File: src/pchp_regs.svh
`ifndef PCHP_REGS_SVH
`define PCHP_REGS_SVH

// ----------------------------------------------------------------
// Constants
// ----------------------------------------------------------------
`define PCHP_TARGET_ADDR 7'h20
`define PCHP_MSG_LAST    4'hE
`define PCHP_CLK_HZ      32'h0EE6B280
`define PCHP_LINK_HZ     32'h000F4240
`define PCHP_LINK_HALF   (`PCHP_CLK_HZ / (32'h00000002 * `PCHP_LINK_HZ))
`define PCHP_SELF_RST_US 32'h00000064
`define PCHP_SELF_RST_CYC ((`PCHP_CLK_HZ / 32'h000F4240) * `PCHP_SELF_RST_US)
`define PCHP_LED_BITS    16
`define PCHP_LED_LAST    4'hF

`endif

File: src/pchp_pkg.sv
package pchp_pkg;

  // ----------------------------------------------------------------
  // Types
  // ----------------------------------------------------------------
  typedef enum logic [3:0] {
    ST_IDLE, ST_ADDR, ST_ACKA, ST_WRITE, ST_WHOLD, ST_ACKW, ST_LOAD, ST_READ, ST_RACK
  } pchp_i2c_st_t;

  typedef enum logic [1:0] {
    L_IDLE, L_SHIFT, L_LATCH
  } pchp_led_st_t;

  typedef logic [8:0] pchp_word_t;

endpackage : pchp_pkg

File: src/pchp_if.sv
`timescale 1ns/10ps

interface pchp_if;
  import pchp_pkg::*;

  logic       in_valid;
  logic       in_ready;
  pchp_word_t in_data;
  logic       out_valid;
  logic       out_ready;
  pchp_word_t out_data;

  modport fifo (input in_valid, in_data, out_ready, output in_ready, out_valid, out_data);
  modport user (output in_valid, in_data, out_ready, input in_ready, out_valid, out_data);
endinterface : pchp_if

File: src/pchp_buf.sv
`timescale 1ns/10ps

module pchp_buf
  import pchp_pkg::*;
(
  input wire logic CLK,
  input wire logic RST,
  pchp_if.fifo     b
);

  pchp_word_t mem [2];
  logic [1:0] cnt;
  logic       wr_ptr;
  logic       rd_ptr;
  logic [1:0] next_cnt;
  logic       next_wr_ptr;
  logic       next_rd_ptr;
  logic       push;
  logic       pop;

  // ----------------------------------------------------------------
  // Two-entry queue
  // ----------------------------------------------------------------
  assign b.in_ready  = (cnt != 2'h2);
  assign b.out_valid = (cnt != 2'h0);
  assign b.out_data  = mem[rd_ptr];
  assign push        = b.in_valid && b.in_ready;
  assign pop         = b.out_valid && b.out_ready;

  always_comb begin
    next_wr_ptr = push ? ~wr_ptr : wr_ptr;
    next_rd_ptr = pop ? ~rd_ptr : rd_ptr;
    next_cnt    = cnt + {1'b0, push} - {1'b0, pop};
  end

  always_ff @(posedge CLK) begin
    if (RST) begin
      cnt    <= 2'h0;
      wr_ptr <= 1'b0;
      rd_ptr <= 1'b0;
    end else begin
      cnt    <= next_cnt;
      wr_ptr <= next_wr_ptr;
      rd_ptr <= next_rd_ptr;
    end
  end

  for (genvar i = 0; i < 2; i++) begin : g_entry
    always_ff @(posedge CLK) begin
      if (push && (wr_ptr == 1'(i))) begin
        mem[i] <= b.in_data;
      end
    end
  end
endmodule : pchp_buf

File: src/pchp_top.sv
// Functional notes
// RULE1: Commands and replies on the serial data line travel as fixed fifteen-byte messages.
// RULE2: The host runs the serial clock at 400 kHz or less and waits while the clock is held low.
// RULE3: While the block cannot yet serve a transfer it holds the serial clock low.
// RULE4: The reply-pending output goes low once a reply message is available.
// RULE5: The host polls the reply-pending line and reads only once a message is ready.
// RULE6: After the host has read the reply, the reply-pending output returns high.
// RULE7: The interrupt output stays low while any event selected by the host is in progress.
// RULE8: A self-reset drives the two-way reset pin low for about 100 us.
// RULE9: A low level on the reset pin from the host keeps the controller in reset.
// RULE10: The LED output enable is active low and enables the LED outputs when low.
// RULE11: The LED select output is low while LED data is shifted.
// RULE12: The LED strobe output pulses low to latch the shifted LED data.
// RULE13: The fan output is high while temperature exceeds the alarm threshold, low otherwise.
// RULE14: The LED stream is clocked by the 1 MHz manager link clock.
// RULE15: The serial target answers only its own address and ignores others.
`timescale 1ns/10ps
`include "pchp_regs.svh"

module pchp_top
  import pchp_pkg::*;
#(
  parameter int unsigned SELF_RST_CYC = `PCHP_SELF_RST_CYC
) (
  input  wire logic       CLK,
  input  wire logic       RST,
  input  wire logic       HOST_SERIAL_CLOCK_I,
  output logic            HOST_SERIAL_CLOCK_OE_N,
  input  wire logic       HOST_SERIAL_DATA_I,
  output logic            HOST_SERIAL_DATA_OE_N,
  output logic            CMD_VALID,
  input  wire logic       CMD_READY,
  output logic [7:0]      CMD_DATA,
  output logic            CMD_LAST,
  input  wire logic       REPLY_LOAD,
  input  wire logic       REPLY_VALID,
  output logic            REPLY_READY,
  input  wire logic [7:0] REPLY_DATA,
  output logic            REPLY_PENDING_N,
  input  wire logic [7:0] EVENT_ACTIVE,
  input  wire logic [7:0] EVENT_MASK,
  output logic            EVENT_IRQ_N,
  input  wire logic       HOST_RESET_N_I,
  output logic            HOST_RESET_N_OE_N,
  input  wire logic       SELF_RESET_REQ,
  output logic            CORE_RESET_N,
  input  wire logic       LED_START,
  input  wire logic [15:0] LED_DATA,
  input  wire logic       LED_ENABLE,
  output logic            LED_BUSY,
  output logic            LED_SERIAL_DATA,
  output logic            LED_SELECT_N,
  output logic            LED_STROBE_N,
  output logic            LED_OUTPUT_ENABLE_N,
  output logic            MANAGER_LINK_CLOCK,
  input  wire logic [7:0] TEMP,
  input  wire logic [7:0] TEMP_ALARM,
  output logic            FAN_CONTROL
);

  // ----------------------------------------------------------------
  // Pin synchronisers
  // ----------------------------------------------------------------
  logic [1:0] scl_sy, sda_sy, rst_sy;
  logic       scl_q, sda_q;
  always_ff @(posedge CLK) begin
    if (RST) begin
      scl_sy <= 2'h3;
      sda_sy <= 2'h3;
      rst_sy <= 2'h3;
      scl_q  <= 1'b1;
      sda_q  <= 1'b1;
    end else begin
      scl_sy <= {scl_sy[0], HOST_SERIAL_CLOCK_I};
      sda_sy <= {sda_sy[0], HOST_SERIAL_DATA_I};
      rst_sy <= {rst_sy[0], HOST_RESET_N_I};
      scl_q  <= scl_sy[1];
      sda_q  <= sda_sy[1];
    end
  end
  logic scl, sda, scl_rise, scl_fall, start_c, stop_c;
  assign scl      = scl_sy[1];
  assign sda      = sda_sy[1];
  assign scl_rise = scl && !scl_q;
  assign scl_fall = !scl && scl_q;
  assign start_c  = scl && scl_q && sda_q && !sda;
  assign stop_c   = scl && scl_q && !sda_q && sda;

  // ----------------------------------------------------------------
  // Reset pin
  // ----------------------------------------------------------------
  int unsigned rst_cnt, next_rst_cnt;
  logic        rst_drive, next_rst_drive, core_hold, local_rst;
  assign core_hold = !rst_sy[1] && !rst_drive;
  assign local_rst = RST || core_hold;                                      // RULE9
  always_comb begin
    next_rst_cnt   = rst_cnt;
    next_rst_drive = rst_drive;
    if (!rst_drive && SELF_RESET_REQ) begin
      next_rst_drive = 1'b1;                                                 // RULE8
      next_rst_cnt   = 1;
    end else if (rst_drive) begin
      if (rst_cnt >= SELF_RST_CYC) begin
        next_rst_drive = 1'b0;
      end else begin
        next_rst_cnt = rst_cnt + 1;
      end
    end
  end
  always_ff @(posedge CLK) begin
    if (RST) begin
      rst_cnt           <= 0;
      rst_drive         <= 1'b0;
      HOST_RESET_N_OE_N <= 1'b1;
      CORE_RESET_N      <= 1'b1;
    end else begin
      rst_cnt           <= next_rst_cnt;
      rst_drive         <= next_rst_drive;
      HOST_RESET_N_OE_N <= !next_rst_drive;                                  // RULE8
      CORE_RESET_N      <= !core_hold;                                       // RULE9
    end
  end

  // ----------------------------------------------------------------
  // Serial target
  // ----------------------------------------------------------------
  pchp_if bq ();
  pchp_buf u_buf (.CLK(CLK), .RST(local_rst), .b(bq.fifo));
  assign CMD_VALID    = bq.out_valid;
  assign CMD_DATA     = bq.out_data[7:0];
  assign CMD_LAST     = bq.out_data[8];
  assign bq.out_ready = CMD_READY;

  pchp_i2c_st_t st, next_st;
  logic [3:0] bit_cnt, next_bit_cnt, wr_cnt, next_wr_cnt, rd_cnt, next_rd_cnt;
  logic [7:0] shreg, next_shreg;
  logic       rw, next_rw, pending, next_pending, take, push;
  logic       next_sda_oe_n, next_scl_oe_n;
  assign take        = (st == ST_LOAD) && REPLY_VALID;
  assign REPLY_READY = take;
  assign push        = (st == ST_WHOLD) && bq.in_ready;
  assign bq.in_valid = push;
  assign bq.in_data  = {wr_cnt == `PCHP_MSG_LAST, shreg};                  // RULE1

  always_comb begin
    next_st       = st;
    next_bit_cnt  = bit_cnt;
    next_shreg    = shreg;
    next_rw       = rw;
    next_wr_cnt   = wr_cnt;
    next_rd_cnt   = rd_cnt;
    next_sda_oe_n = HOST_SERIAL_DATA_OE_N;
    next_scl_oe_n = 1'b1;
    next_pending  = pending;
    if (take && rd_cnt == `PCHP_MSG_LAST) begin
      next_pending = 1'b0;                                                   // RULE6
    end
    if (take) begin
      next_rd_cnt = (rd_cnt == `PCHP_MSG_LAST) ? 4'h0 : rd_cnt + 4'h1;      // RULE1
    end
    if (REPLY_LOAD) begin
      next_pending = 1'b1;                                                   // RULE4
      next_rd_cnt  = 4'h0;
    end
    if (start_c) begin
      next_st       = ST_ADDR;
      next_bit_cnt  = 4'h0;
      next_wr_cnt   = 4'h0;
      next_sda_oe_n = 1'b1;
    end else if (stop_c) begin
      next_st       = ST_IDLE;
      next_sda_oe_n = 1'b1;
    end else begin
      unique case (st)
        ST_IDLE: begin
        end
        ST_ADDR, ST_WRITE: begin
          if (scl_rise && bit_cnt != 4'h8) begin
            next_shreg   = {shreg[6:0], sda};
            next_bit_cnt = bit_cnt + 4'h1;
          end else if (scl_fall && bit_cnt == 4'h8) begin
            if (st == ST_WRITE) begin
              next_st = ST_WHOLD;
            end else if (shreg[7:1] == `PCHP_TARGET_ADDR) begin
              next_st       = ST_ACKA;
              next_rw       = shreg[0];
              next_sda_oe_n = 1'b0;
            end else begin
              next_st = ST_IDLE;                                             // RULE15
            end
          end
        end
        ST_WHOLD: begin
          if (push) begin
            next_st       = ST_ACKW;
            next_sda_oe_n = 1'b0;
            next_wr_cnt   = (wr_cnt == `PCHP_MSG_LAST) ? 4'h0 : wr_cnt + 4'h1;
          end else begin
            next_scl_oe_n = 1'b0;                                            // RULE3
          end
        end
        ST_ACKA, ST_ACKW: begin
          if (scl_fall) begin
            next_sda_oe_n = 1'b1;
            next_bit_cnt  = 4'h0;
            next_st       = (st == ST_ACKA && rw) ? ST_LOAD : ST_WRITE;
            next_scl_oe_n = !(st == ST_ACKA && rw && !REPLY_VALID);
          end
        end
        ST_LOAD: begin
          if (take) begin
            next_st       = ST_READ;
            next_shreg    = REPLY_DATA;
            next_bit_cnt  = 4'h0;
            next_sda_oe_n = REPLY_DATA[7];
          end else begin
            next_scl_oe_n = 1'b0;                                            // RULE3
          end
        end
        ST_READ: begin
          if (scl_fall) begin
            if (bit_cnt == 4'h7) begin
              next_st       = ST_RACK;
              next_sda_oe_n = 1'b1;
            end else begin
              next_shreg    = {shreg[6:0], 1'b0};
              next_bit_cnt  = bit_cnt + 4'h1;
              next_sda_oe_n = shreg[6];
            end
          end
        end
        ST_RACK: begin
          if (scl_rise && sda) begin
            next_st = ST_IDLE;
          end else if (scl_fall) begin
            next_st       = ST_LOAD;
            next_scl_oe_n = !(!REPLY_VALID);
          end
        end
      endcase
    end
  end

  always_ff @(posedge CLK) begin
    if (local_rst) begin
      st                     <= ST_IDLE;
      bit_cnt                <= 4'h0;
      shreg                  <= 8'h00;
      rw                     <= 1'b0;
      wr_cnt                 <= 4'h0;
      rd_cnt                 <= 4'h0;
      pending                <= 1'b0;
      HOST_SERIAL_DATA_OE_N  <= 1'b1;
      HOST_SERIAL_CLOCK_OE_N <= 1'b1;
    end else begin
      st                     <= next_st;
      bit_cnt                <= next_bit_cnt;
      shreg                  <= next_shreg;
      rw                     <= next_rw;
      wr_cnt                 <= next_wr_cnt;
      rd_cnt                 <= next_rd_cnt;
      pending                <= next_pending;
      HOST_SERIAL_DATA_OE_N  <= next_sda_oe_n;
      HOST_SERIAL_CLOCK_OE_N <= next_scl_oe_n;
    end
  end
  assign REPLY_PENDING_N = !pending;                                         // RULE4

  // ----------------------------------------------------------------
  // Interrupt and fan
  // ----------------------------------------------------------------
  always_ff @(posedge CLK) begin
    if (local_rst) begin
      EVENT_IRQ_N <= 1'b1;
      FAN_CONTROL <= 1'b0;
    end else begin
      EVENT_IRQ_N <= !(|(EVENT_ACTIVE & EVENT_MASK));                        // RULE7
      FAN_CONTROL <= TEMP > TEMP_ALARM;                                      // RULE13
    end
  end

  // ----------------------------------------------------------------
  // Link clock and LED stream
  // ----------------------------------------------------------------
  logic [6:0]   div, next_div;
  logic         next_link, fall_en;
  pchp_led_st_t lst, next_lst;
  logic [15:0]  lsr, next_lsr;
  logic [3:0]   lcnt, next_lcnt;
  logic         next_sdo, next_sel_n, next_stb_n;
  assign fall_en  = MANAGER_LINK_CLOCK && (div == 7'(`PCHP_LINK_HALF - 1));
  assign LED_BUSY = (lst != L_IDLE);

  always_comb begin
    next_div   = (div == 7'(`PCHP_LINK_HALF - 1)) ? 7'h00 : div + 7'h01;    // RULE14
    next_link  = (div == 7'(`PCHP_LINK_HALF - 1)) ? !MANAGER_LINK_CLOCK : MANAGER_LINK_CLOCK;
    next_lst   = lst;
    next_lsr   = lsr;
    next_lcnt  = lcnt;
    next_sdo   = LED_SERIAL_DATA;
    next_sel_n = LED_SELECT_N;
    next_stb_n = LED_STROBE_N;
    unique case (lst)
      L_IDLE: begin
        if (LED_START) begin
          next_lst   = L_SHIFT;
          next_lsr   = LED_DATA;
          next_lcnt  = 4'h0;
          next_sdo   = LED_DATA[15];
          next_sel_n = 1'b0;                                                 // RULE11
        end
      end
      L_SHIFT: begin
        if (fall_en) begin                                                   // RULE14
          if (lcnt == `PCHP_LED_LAST) begin
            next_lst   = L_LATCH;
            next_sel_n = 1'b1;
            next_stb_n = 1'b0;                                               // RULE12
          end else begin
            next_lsr  = {lsr[14:0], 1'b0};
            next_sdo  = lsr[14];
            next_lcnt = lcnt + 4'h1;
          end
        end
      end
      L_LATCH: begin
        if (fall_en) begin
          next_lst   = L_IDLE;
          next_stb_n = 1'b1;
        end
      end
    endcase
  end

  always_ff @(posedge CLK) begin
    if (local_rst) begin
      div                 <= 7'h00;
      MANAGER_LINK_CLOCK  <= 1'b0;
      lst                 <= L_IDLE;
      lsr                 <= 16'h0000;
      lcnt                <= 4'h0;
      LED_SERIAL_DATA     <= 1'b0;
      LED_SELECT_N        <= 1'b1;
      LED_STROBE_N        <= 1'b1;
      LED_OUTPUT_ENABLE_N <= 1'b1;
    end else begin
      div                 <= next_div;
      MANAGER_LINK_CLOCK  <= next_link;
      lst                 <= next_lst;
      lsr                 <= next_lsr;
      lcnt                <= next_lcnt;
      LED_SERIAL_DATA     <= next_sdo;
      LED_SELECT_N        <= next_sel_n;
      LED_STROBE_N        <= next_stb_n;
      LED_OUTPUT_ENABLE_N <= !LED_ENABLE;                                    // RULE10
    end
  end

  int unsigned drv_len, hi_len;
  always_ff @(posedge CLK) begin
    drv_len <= rst_drive ? drv_len + 1 : 0;
    hi_len  <= MANAGER_LINK_CLOCK ? hi_len + 1 : 0;
  end
endmodule : pchp_top

File: config.mk
export PLATFORM = sky130hd
export DESIGN_NAME = pchp_top
export DESIGN_NICKNAME = d
export VERILOG_FILES = /design/src/pchp_pkg.sv /design/src/pchp_if.sv /design/src/pchp_buf.sv /design/src/pchp_top.sv
export VERILOG_INCLUDE_DIRS = /design/src
export SDC_FILE = /design/constraint.sdc
export NUM_CORES = 1
export LEC_CHECK = 0
export ABC_AREA = 1
export BUFFER_PORTS_ARGS = -buffer_cell sky130_fd_sc_hd__buf_4
export CAP_MARGIN = 0
export CORE_MARGIN = 1.5
export CORE_UTILIZATION = 52
export DETAILED_ROUTE_END_ITERATION = 8
export GPL_TIMING_DRIVEN = 0
export PLACE_DENSITY = 0.83
export SLEW_MARGIN = 20
export SYNTH_ARGS = -nofsm -noshare
export SYNTH_HDL_FRONTEND = slang
export SYNTH_SLANG_ARGS = --single-unit
export TNS_END_PERCENT = 30
File: constraint.sdc
create_clock -name CLK -period 1.77 [get_ports CLK]
set_clock_uncertainty 0.1 [all_clocks]
set_input_delay 0.2655 -clock CLK [delete_from_list [all_inputs] [get_ports CLK]]
set_output_delay 0.2655 -clock CLK [all_outputs]
set_load 0.01 [all_outputs]
==> key figures, run 1 <==
Outcome
  • Status: finished, final reports clean

Synthesis
  • Post-synthesis sequential area ratio: 0.438
  • Syn_area_per_cell: ~7.5 µm²
  • Post-synth cell types: 42
  • Post-synth EDFFs: 18
  • Top cells by area, synth: dfxtp_1, nand2_1, edfxtp_1
  • Synth warn: 0
  • Synth area leader: dfxtp_1
  • Cell Area, Synth: roughly 0.0063 mm²
  • FFs w/ async S/R, synth: 0
  • Synth top area share: 0.352
  • Mapped Cells: 842
  • Synthesized Nets: approximately 930
  • Most used DFF post-synth: dfxtp_1
  • Synthesis-stage register bit count: 129

Power
  • Leak: roughly 3.7 nW
  • Final Power: 0.0116 W
  • Peak VDD IR: 661 µV
  • Power Dens Cells: about 1400 mW/mm²

Routing
  • Drt pass-1 iters: 6
  • Detailed-route wire length: between 10000 and 15000 µm
  • DRT iter0 DRCs: approximately 420
  • WL per Instance: about 13 µm
  • Vias: between 5000 and 6000
  • Vias per cell: between 5 and 6
  • Post-DRT Antenna Nets: 0
  • DRC: 0

Placement
  • Port Buffer Count: 90
  • Placed cell count: between 1000 and 1500
  • Routability Congestion: roughly 0.92
  • DP HPWL: about 10000 µm

Hold path
  • Hold path startpoint: EVENT_MASK[5]
  • Endpoint of the worst hold path: EVENT_IRQ_N$_SDFF_PP1_
  • Hold Crit Depth: 4
  • Hold WC Path Type: in -> reg

Timing
  • Slew @ Worst Pin: between 0.5 and 0.6 ns
  • Final hold slack: between 0.02 and 0.025 ns
  • Max transition margin: 0.638
  • Unrepaired setup endpoints after global routing: true
  • Final Hold Vio Count: 0
  • Final Setup Violations: 0
  • Fin crit period: roughly 1.7 ns
  • Setup TNS: 0 ns
  • FMAX: between 0.5 and 0.6 GHz
  • Slew Limit Fails: 0
  • Final critical-path share of the clock period: 0.982

Layout
  • Most common cell after layout, fill and taps aside: nand2_1
  • Ant diodes: 0
  • Nets: 1065
  • Non-filler cells, final: about 1100
  • Final Util: 0.697
  • Syn-to-layout area delta: 31.6%
  • Layout cells sized above 1: 0.261
  • Most frequent cells in the layout: nand2_1, inv_1, buf_4, dfxtp_1, nor2_1

Die
  • Die Ht: 113 µm
  • Starting Density: 0.529
  • # IOs: 91
  • Die Width: ~110 µm
  • Core Box Area: 0.0119 mm²
  • Row count: 40
  • Die area: around 0.013 mm²

Clocking
  • Clock buffer depth: 2
  • TritonCTS clock tree: built
  • CTS Buf Count: 17
  • Clock slew seen by the registers of the worst setup and hold paths: 0.05 ns
  • CTS root buf: clkbuf_16
  • Clock sinks: roughly 130
  • CTS H-Tree Depth: 4
  • Clk_lat worst skew: slightly above 0.4 ns

Setup path
  • Slowest cell on crit path: dfxtp_2
  • Slowest cell delay on critical path: between 0.3 and 0.4 ns
  • Crit path kind: reg -> reg
  • Crit Path Max Fanout: 4
  • Worst EP required: 1.97 ns
  • CP Cell Sequence: inv_1 -> nand2_1 -> nand2_1 -> inv_2 -> ha_1 -> inv_1 -> ha_1 -> xor2_2 -> o21ai_2 -> a21oi_1
  • Type of destination of the critical path: flop
  • RR Endpoint: u_buf.cnt[1]$_SDFF_PP0_
  • Crit path arrival time: around 1.9 ns
  • R2R Setup Slk: roughly 0.032 ns
  • Worst Reg-to-Reg Cells: 10
  • Nature of the critical path startpoint: flop
  • Worst reg2reg path startpoint: u_buf.cnt[1]$_SDFF_PP0_

GRT
  • Global route overflow: 0
  • Initial antenna violation count: 0
  • First-pass GRT wire length: 24200 µm
  • Largest net degree at the start of global routing: 17
  • GRT Util Overall: 0.234
  • Vias in the first global route: 5490

Job
  • Max cap viols: 0
==> how the worst max path moves through the flow <==
stage | start | end | slack, ns
global route | u_buf.cnt[1]$_SDFF_PP0_ | u_buf.cnt[1]$_SDFF_PP0_ | -0.08
global placement | st[0]$_SDFFE_PP0P_ | u_buf.mem[0][8]$_DFFE_PP_ | -0.40
detailed placement | st[0]$_SDFFE_PP0P_ | u_buf.mem[0][6]$_DFFE_PP_ | -0.43
floorplan | st[3]$_SDFFE_PP0P_ | u_buf.mem[0][0]$_DFFE_PP_ | -0.001
finish | u_buf.cnt[1]$_SDFF_PP0_ | u_buf.cnt[1]$_SDFF_PP0_ | 0.03
CTS | u_buf.cnt[1]$_SDFF_PP0_ | u_buf.cnt[1]$_SDFF_PP0_ | -0.03
==> critical path: cells and delay by family, from the launching register on <==
kind	cells	cell delay, ns
xor gates and xnor gates	1	0.19
and+or+nand+nor	2	0.18
DFF	1	0.33
buffers and inverters	3	0.17
adders and majority gates	2	0.48
AOI/OAI and AO/OA	2	0.18
==> power breakdown <==
| group | switching, W | leakage, nW | internal [W] |
|---|---|---|---|
| logic | 0.00246 | 2.32 | 0.00174 |
| clock network | 0.00122 | 0.297 | 0.00237 |
| registers | 0.000325 | 1.08 | 0.00348 |
==> Yosys cell counts, types with 2 or more instances <==
cell type  number
inv_2           7
nand3_2         2
clkbuf_1        7
nand4_1        15
nor3_4          2
inv_1         125
and2_1          2
nor3_1         14
xnor2_1         2
buf_2           7
a21oi_2         3
nand2_1       160
edfxtp_1       18
mux2_2          9
buf_1           3
a21oi_1        61
o2111ai_1       2
nor2_1         97
nand3_1        51
ha_1           20
nor4_1          2
a21oi_4         2
dfxtp_1       111
xor2_1         10
o21ai_2         3
or2_2           8
nand2_2         8
nand2_4         4
nor2_4          4
a211oi_1        2
o21ai_0        63
o21ai_1         5
nor2_2          4
==> metrics by stage <==
stage / setup slack (ns) / instance area [µm²]
after floorplan: -0.00101 / 6310
after CTS: -0.0333 / 8060
after global placement: -0.397 / 7170
after detailed placement: -0.427 / 7170
final: 0.0319 / 8300
after global routing: -0.0791 / 8300
==> cell families after synthesis <==
family,after synthesis,share of synthesized area
simple gates,379,0.274
xor+xnor,12,0.0167
mux,9,0.0161
flops,129,0.438
fa+ha+maj,20,0.0397
buf+inv,150,0.0919
compound gates,143,0.124
==> state kept, by name, summed over array words and instances (netlist names), 4 cells and up, named ones only <==
| signal | count |
|---|---|
| rst_cnt | 32 |
| st | 4 |
| wr_cnt | 4 |
| u_buf.mem | 18 |
| bit_cnt | 4 |
| lsr | 15 |
| lcnt | 4 |
| shreg | 8 |
| rd_cnt | 4 |
| div | 7 |
==> metal layers <==
| layer | up-vias | track usage | part of all wire |
|---|---|---|---|
| met3 | 31 | 0.0509 | 0.049 |
| met1 | 2678 | 0.274 | 0.43 |
| met5 | - | 0 | 0 |
| met2 | 178 | 0.412 | 0.50 |
| met4 | 0 | 0.103 | 0.021 |
| li1 | 2994 | - | - |
==> cell type report <==
class                      instances  area (µm²)
sequential                       129        2790
multi-input combinational        563        3160
timing repair buffer             120         942
fill                             910        3610
buffer                            15         111
clock inverter                    12         164
clock buffer                      20         447
inverter                         132         503
tap                              147         184
==> what timing repair did <==
action | in CTS | in global routing
hold endpoints to repair | 8 | 0
resized for setup | 35 | 69
setup buffers | 10 | 10
hold buffers | 10 | 0
setup endpoints to repair | 71 | 82
pin swaps | 6 | 20
No activity file was read; power rests on OpenSTA's default activity.
==> inputs of run 2 (changes only) <==
--- a/config.mk
+++ b/config.mk
@@ -13,7 +13,7 @@
 export CORE_UTILIZATION = 52
 export DETAILED_ROUTE_END_ITERATION = 8
 export GPL_TIMING_DRIVEN = 0
-export PLACE_DENSITY = 0.83
+export PLACE_DENSITY = 0.76
 export SLEW_MARGIN = 20
 export SYNTH_ARGS = -nofsm -noshare
 export SYNTH_HDL_FRONTEND = slang
==> run 2 against run 1 <==
Non-clock buffer count down 2. Sequential power about the same. Highest routed layer unchanged. Critical path depth down 3. Maximum frequency down 1.4%. Utilization down 0.25 points. Global-route usage down 0.96 points. Largest power group unchanged. Combinational power down 4%. Power down 0.78%. Via count down 1.9%. Clock power up 3%. Largest cell class unchanged.
==> key figures, run 2 (synthesis results as in run 1) <==
Outcome
  • Status: finished, final reports clean

Die
  • # IOs: 91
  • Die area: approximately 0.013 mm²
  • Core Box Area: about 0.012 mm²
  • Row count: 40
  • Starting Density: 0.529
  • Die Width: roughly 110 µm
  • Die Ht: between 100 and 150 µm

Timing
  • Fin crit period: 1.76 ns
  • Final critical-path share of the clock period: 0.996
  • Unrepaired setup endpoints after global routing: true
  • Final Setup Violations: 0
  • Max transition margin: 0.666
  • Slew Limit Fails: 0
  • FMAX: between 0.5 and 0.6 GHz
  • Slew @ Worst Pin: 0.501 ns
  • Final Hold Vio Count: 0

Routing
  • DRT iter0 DRCs: approximately 400
  • DRC: 0
  • Post-DRT Antenna Nets: 0
  • WL per Instance: 12.6 µm
  • Vias per cell: 5.08
  • Vias: approximately 5800
  • Drt pass-1 iters: 6
  • Detailed-route wire length: 14300 µm

Power
  • Switching pwr: about 0.004 W
  • Power Dens Cells: roughly 1400 mW/mm²
  • Comb pwr share: 0.349
  • Leak: approximately 3.7 nW
  • Clock share of power: 0.322
  • Sw Ratio: 0.344
  • Flop pwr share: 0.329
  • Pint: between 0.007 and 0.008 W
  • Peak VDD IR: between 500 and 600 µV

GRT
  • Grt peak-use layer: met2
  • GRT Util Overall: 0.224
  • Global Route met3 Usage: 0.0477
  • Largest net degree at the start of global routing: 17
  • First-pass GRT wire length: around 23000 µm
  • Met1 usage: 0.281
  • Met2 Track Usage GR: 0.378
  • Initial antenna violation count: 0
  • Global route overflow: 0
  • Vias in the first global route: 5219

Layout
  • Sequential cell area: 0.00279 mm²
  • Most frequent cells in the layout: nand2_1, inv_1, buf_4, dfxtp_1, nor2_1
  • Largest regs: rst_cnt (32), u_buf.mem (18), lsr (15)
  • Nets: between 1000 and 1500
  • Most common cell after layout, fill and taps aside: nand2_1
  • Ant diodes: 0
  • Layout cells sized above 1: 0.264
  • Syn-to-layout area delta: 31.1%
  • Number of flip-flops in the largest register: 32
  • Design Area, Final: a little over 0.008 mm²
  • Final Util: 0.694
  • Most flop-heavy register: rst_cnt
  • Filler cells: 988
  • Multi-input gate area: between 0.003 and 0.004 mm²

Setup path
  • Crit path kind: reg -> out
  • Crit Path Max Fanout: 4
  • Nature of the critical path startpoint: flop
  • Worst reg2reg path startpoint: u_buf.cnt[1]$_SDFF_PP0_
  • Crit path from: st[1]$_SDFFE_PP0P_
  • Worst EP required: 1.40 ns
  • Type of destination of the critical path: output port
  • Crit path arrival time: about 1.4 ns

Hold path
  • Hold path startpoint: LED_START
  • Hold WC Path Type: in -> reg

Placement
  • Area after DPL: just over 0.007 mm²
  • Port Buffer Count: 90
  • Routability Congestion: just over 0.9
  • DP HPWL: around 10000 µm

Job
  • Max cap viols: 0

Clocking
  • CTS root buf: clkbuf_16
  • Clock sinks: about 130
  • CTS H-Tree Depth: 4
  • Clock slew seen by the registers of the worst setup and hold paths: 0.06 ns
  • CTS Buf Count: 17
  • Clock buffer depth: 2
  • Clk_lat worst skew: roughly 0.42 ns
  • TritonCTS clock tree: built
[run 2: critical path: stages, from the launching register on]
cell	delay (ns)
dfxtp_4	0.37
inv_2	0.06
nor2_4	0.11
nand2_2	0.08
nor2_4	0.13
nand2_2	0.07
inv_2	0.05
buf_4	0.10
[run 2: worst paths after layout]
path	cells after the start	slack (ns)	to
min reg2reg	1	0.31	sda_sy[1]$_SDFF_PP1_
max reg2reg	10	0.02	u_buf.cnt[1]$_SDFF_PP0_
min	3	0.05	lsr[0]$_SDFFE_PP0P_
max	7	0.008	REPLY_READY
[run 2: cell type report]
type,count,area share
Clock inverter,8,0.0150
Multi-Input combinational cell,563,0.381
Sequential cell,129,0.337
Timing Repair Buffer,117,0.110
Tap cell,147,0.0222
Buffer,16,0.0126
Clock buffer,24,0.0620
Inverter,132,0.0599
[run 2: per-stage QoR]
stage	setup TNS [ns]	total power, W	cells	hold slack, ns	setup slack (ns)
global placement	-12.04	0.00712	1079	0.290	-0.474
global route	-0.239	0.0122	1136	0.0516	-0.0981
detailed placement	-12.75	0.00719	1079	0.295	-0.494
floorplan	-0.00906	0.00625	842	0.235	-0.00101
finish	0	0.0115	1136	0.0479	0.00770
CTS	0	0.0112	1129	0.0345	0.00187
[run 2: metal layers]
metal	share of wire	wire length, µm
met1	0.45	6430
met2	0.48	6890
met3	0.048	684
met4	0.019	272
met5	0	0
[run 2: repair_timing]
| item | CTS | global route |
|---|---|---|
| hold buffers | 9 | 0 |
| endpoints found under the hold margin | 9 | 0 |
| gates resized for setup | 26 | 66 |
| endpoints found under the setup margin | 77 | 87 |
| setup buffers | 11 | 7 |
| pin swaps | 7 | 13 |
[run 2: power groups by stage]
stage / Combinational [W] / Clock [W] / Sequential [W]
after detailed placement: 0.00341 / 0 / 0.00378
after CTS: 0.00367 / 0.00375 / 0.00375
final: 0.00402 / 0.00370 / 0.00379
after global routing: 0.00446 / 0.00389 / 0.00384
after floorplan: 0.00251 / 0 / 0.00374
after global placement: 0.00336 / 0 / 0.00376
==> inputs of run 3 (changes only) <==
--- a/config.mk
+++ b/config.mk
@@ -8,12 +8,10 @@
 export LEC_CHECK = 0
 export ABC_AREA = 1
 export BUFFER_PORTS_ARGS = -buffer_cell sky130_fd_sc_hd__buf_4
-export CAP_MARGIN = 0
 export CORE_MARGIN = 1.5
-export CORE_UTILIZATION = 52
+export CORE_UTILIZATION = 40
 export DETAILED_ROUTE_END_ITERATION = 8
 export GPL_TIMING_DRIVEN = 0
-export PLACE_DENSITY = 0.76
 export SLEW_MARGIN = 20
 export SYNTH_ARGS = -nofsm -noshare
 export SYNTH_HDL_FRONTEND = slang
==> run 3 against run 2 <==
Global-route usage decreased by 4.6 points. Cell count increased by 5.7%. Clock power down 5.4%. Critical path type unchanged. Sequential power about the same. Die area increased by 29%.
==> key figures, run 3 (synthesis results as in run 1) <==
Timing
  • Slew Limit Fails: 0
  • Max transition margin: 0.654
  • FMAX: around 0.57 GHz
  • Final critical-path share of the clock period: 0.990
  • Slew @ Worst Pin: 0.519 ns
  • Unrepaired setup endpoints after global routing: true
  • Fin crit period: 1.75 ns
  • Final Hold Vio Count: 0
  • Setup TNS: 0 ns
  • Final Setup Violations: 0

Placement
  • Area after DPL: ~0.0072 mm²
  • Placed cell count: roughly 1100
  • Routability Congestion: 0.889
  • DP HPWL: 10100 µm
  • Port Buffer Count: 90

Power
  • Leak: about 3.7 nW
  • Final Power: approximately 0.011 W
  • Peak VDD IR: 877 µV
  • Power Dens Cells: between 1000 and 1500 mW/mm²

Setup path
  • Delay-heaviest family, CP: simple AND/OR/NAND/NOR gates
  • R2R Setup Slk: 0.08 ns
  • CP Cell Sequence: inv_2 -> nor2_4 -> nand2_4 -> nor2_4 -> nand2_2 -> inv_2 -> buf_6
  • Worst reg2reg path startpoint: st[0]$_SDFFE_PP0P_
  • Slowest cell on crit path: dfxtp_2
  • Worst EP required: around 1.4 ns
  • Crit path arrival time: approximately 1.4 ns
  • Slowest cell delay on critical path: around 0.35 ns
  • Nature of the critical path startpoint: flop
  • Crit Path Max Fanout: 3
  • Critical Path Sink: REPLY_READY
  • RR Endpoint: u_buf.mem[1][4]$_DFFE_PP_
  • Worst Reg-to-Reg Cells: 5
  • WP depth: 7
  • Crit path kind: reg -> out
  • Crit path from: st[1]$_SDFFE_PP0P_
  • Type of destination of the critical path: output port
  • Crit path buf inv count: 3

Layout
  • Nets: approximately 1100
  • Number of flip-flops in the largest register: 32
  • Final Util: 0.540
  • Most flop-heavy register: rst_cnt
  • Ant diodes: 0
  • Most frequent cells in the layout: nand2_1, inv_1, buf_4, dfxtp_1, nor2_1
  • Layout cells sized above 1: 0.248
  • Syn-to-layout area delta: 31.1%
  • Most common cell after layout, fill and taps aside: nand2_1
  • Largest regs: rst_cnt (32), u_buf.mem (18), lsr (15)
  • Design Area, Final: roughly 0.0083 mm²
  • Non-filler cells, final: about 1200

Routing
  • Vias per cell: between 4 and 5
  • Detailed-route wire length: 14000 µm
  • Met3 WL post-DR: between 500 and 600 µm
  • Post-DRT Antenna Nets: 0
  • Wl on met1: around 6700 µm
  • WL met2: approximately 6500 µm
  • Vias: around 5700
  • WL per Instance: ~12 µm
  • DRT iter0 DRCs: approximately 300
  • Drt pass-1 iters: 4
  • Max Used Layer: met4
  • DRC: 0

Clocking
  • CTS Buf Count: 17
  • Clk_lat worst skew: between 0.4 and 0.5 ns
  • Clock buffer depth: 2
  • TritonCTS clock tree: built
  • Clock slew seen by the registers of the worst setup and hold paths: about 0.06 ns
  • CTS root buf: clkbuf_16
  • CTS H-Tree Depth: 4
  • Clock sinks: about 130

Outcome
  • Status: finished, final reports clean

Die
  • Row count: 45
  • Starting Density: 0.412
  • # IOs: a little over 90
  • Core Box Area: roughly 0.015 mm²
  • Die Width: around 130 µm
  • Die Ht: around 130 µm
  • Die area: between 0.015 and 0.02 mm²

GRT
  • Initial antenna violation count: 0
  • First-pass GRT wire length: between 20000 and 25000 µm
  • GRT Util Overall: 0.178
  • Largest net degree at the start of global routing: 17
  • Vias in the first global route: between 5000 and 6000
  • Global route overflow: 0

Job
  • Max cap viols: 0

Hold path
  • Hold WC Path Type: in -> reg
==> run 3: changes by cell type in the layout (fill, tap and decap cells not counted), sizes merged <==
cell / change
clkbuf: -8
clkinvlp: +1
buf: +2
clkinv: +5
nand3: +1
==> run 3: timing repair <==
action | CTS | global route
hold buffers | 9 | 0
endpoints found under the setup margin | 75 | 84
gates cloned | 0 | 1
endpoints found under the hold margin | 9 | 0
pin swaps | 5 | 11
gates resized for setup | 31 | 45
buffers inserted | 7 | 11
==> run 3: worst min path at each step <==
stage,slack (ns),endpoint,startpoint,cells past startpoint
final,0.05,lsr[0]$_SDFFE_PP0P_,LED_DATA[0],3
after CTS,0.04,lsr[0]$_SDFFE_PP0P_,LED_DATA[0],3
after global routing,0.08,lsr[0]$_SDFFE_PP0P_,LED_DATA[0],3
after global placement,0.29,rst_sy[1]$_SDFF_PP1_,rst_sy[0]$_SDFF_PP1_,1
after floorplan,0.23,LED_OUTPUT_ENABLE_N$_SDFF_PP1_,LED_ENABLE,1
after detailed placement,0.29,rst_sy[1]$_SDFF_PP1_,rst_sy[0]$_SDFF_PP1_,1
==> run 3: per-layer routing <==
| layer | global-route usage | vias to the layer above |
|---|---|---|
| li1 | - | 2993 |
| met1 | 0.226 | 2516 |
| met2 | 0.292 | 110 |
| met3 | 0.0387 | 32 |
| met4 | 0.0806 | 0 |
| met5 | 0 | - |
==> run 3: cell type report <==
type	count	area (µm²)
clock inverters	14	166
plain buffers	16	106
fillers	1532	7050
clock buffers	18	429
multi-input cells	564	3110
inverters	132	498
repair buffers	117	917
well taps	211	264
flip-flops and latches	129	2780
==> run 3: where the power goes <==
group	switching, W	internal, W	total [W]	leakage, nW
combinational	0.00237	0.00159	0.00396	2.30
clock	0.00129	0.00220	0.00350	0.283
sequential	0.000293	0.00347	0.00376	1.07
total	0.00395	0.00726	0.0112	3.65
==> run 3: metrics by stage <==
step	hold WS [ns]	worst slack, ns
floorplan	0.235	-0.00101
finish	0.0522	0.0183
CTS	0.0421	-0.0188
global route	0.0778	-0.0427
global placement	0.293	-0.449
detailed placement	0.294	-0.435
==> run 3: worst register-to-register path, delay by kind of cell (launching register included) <==
kind	cells	cell delay (ns)
buffers and inverters	2	0.21
flip-flops	1	0.36
AND/OR/NAND/NOR	3	0.69
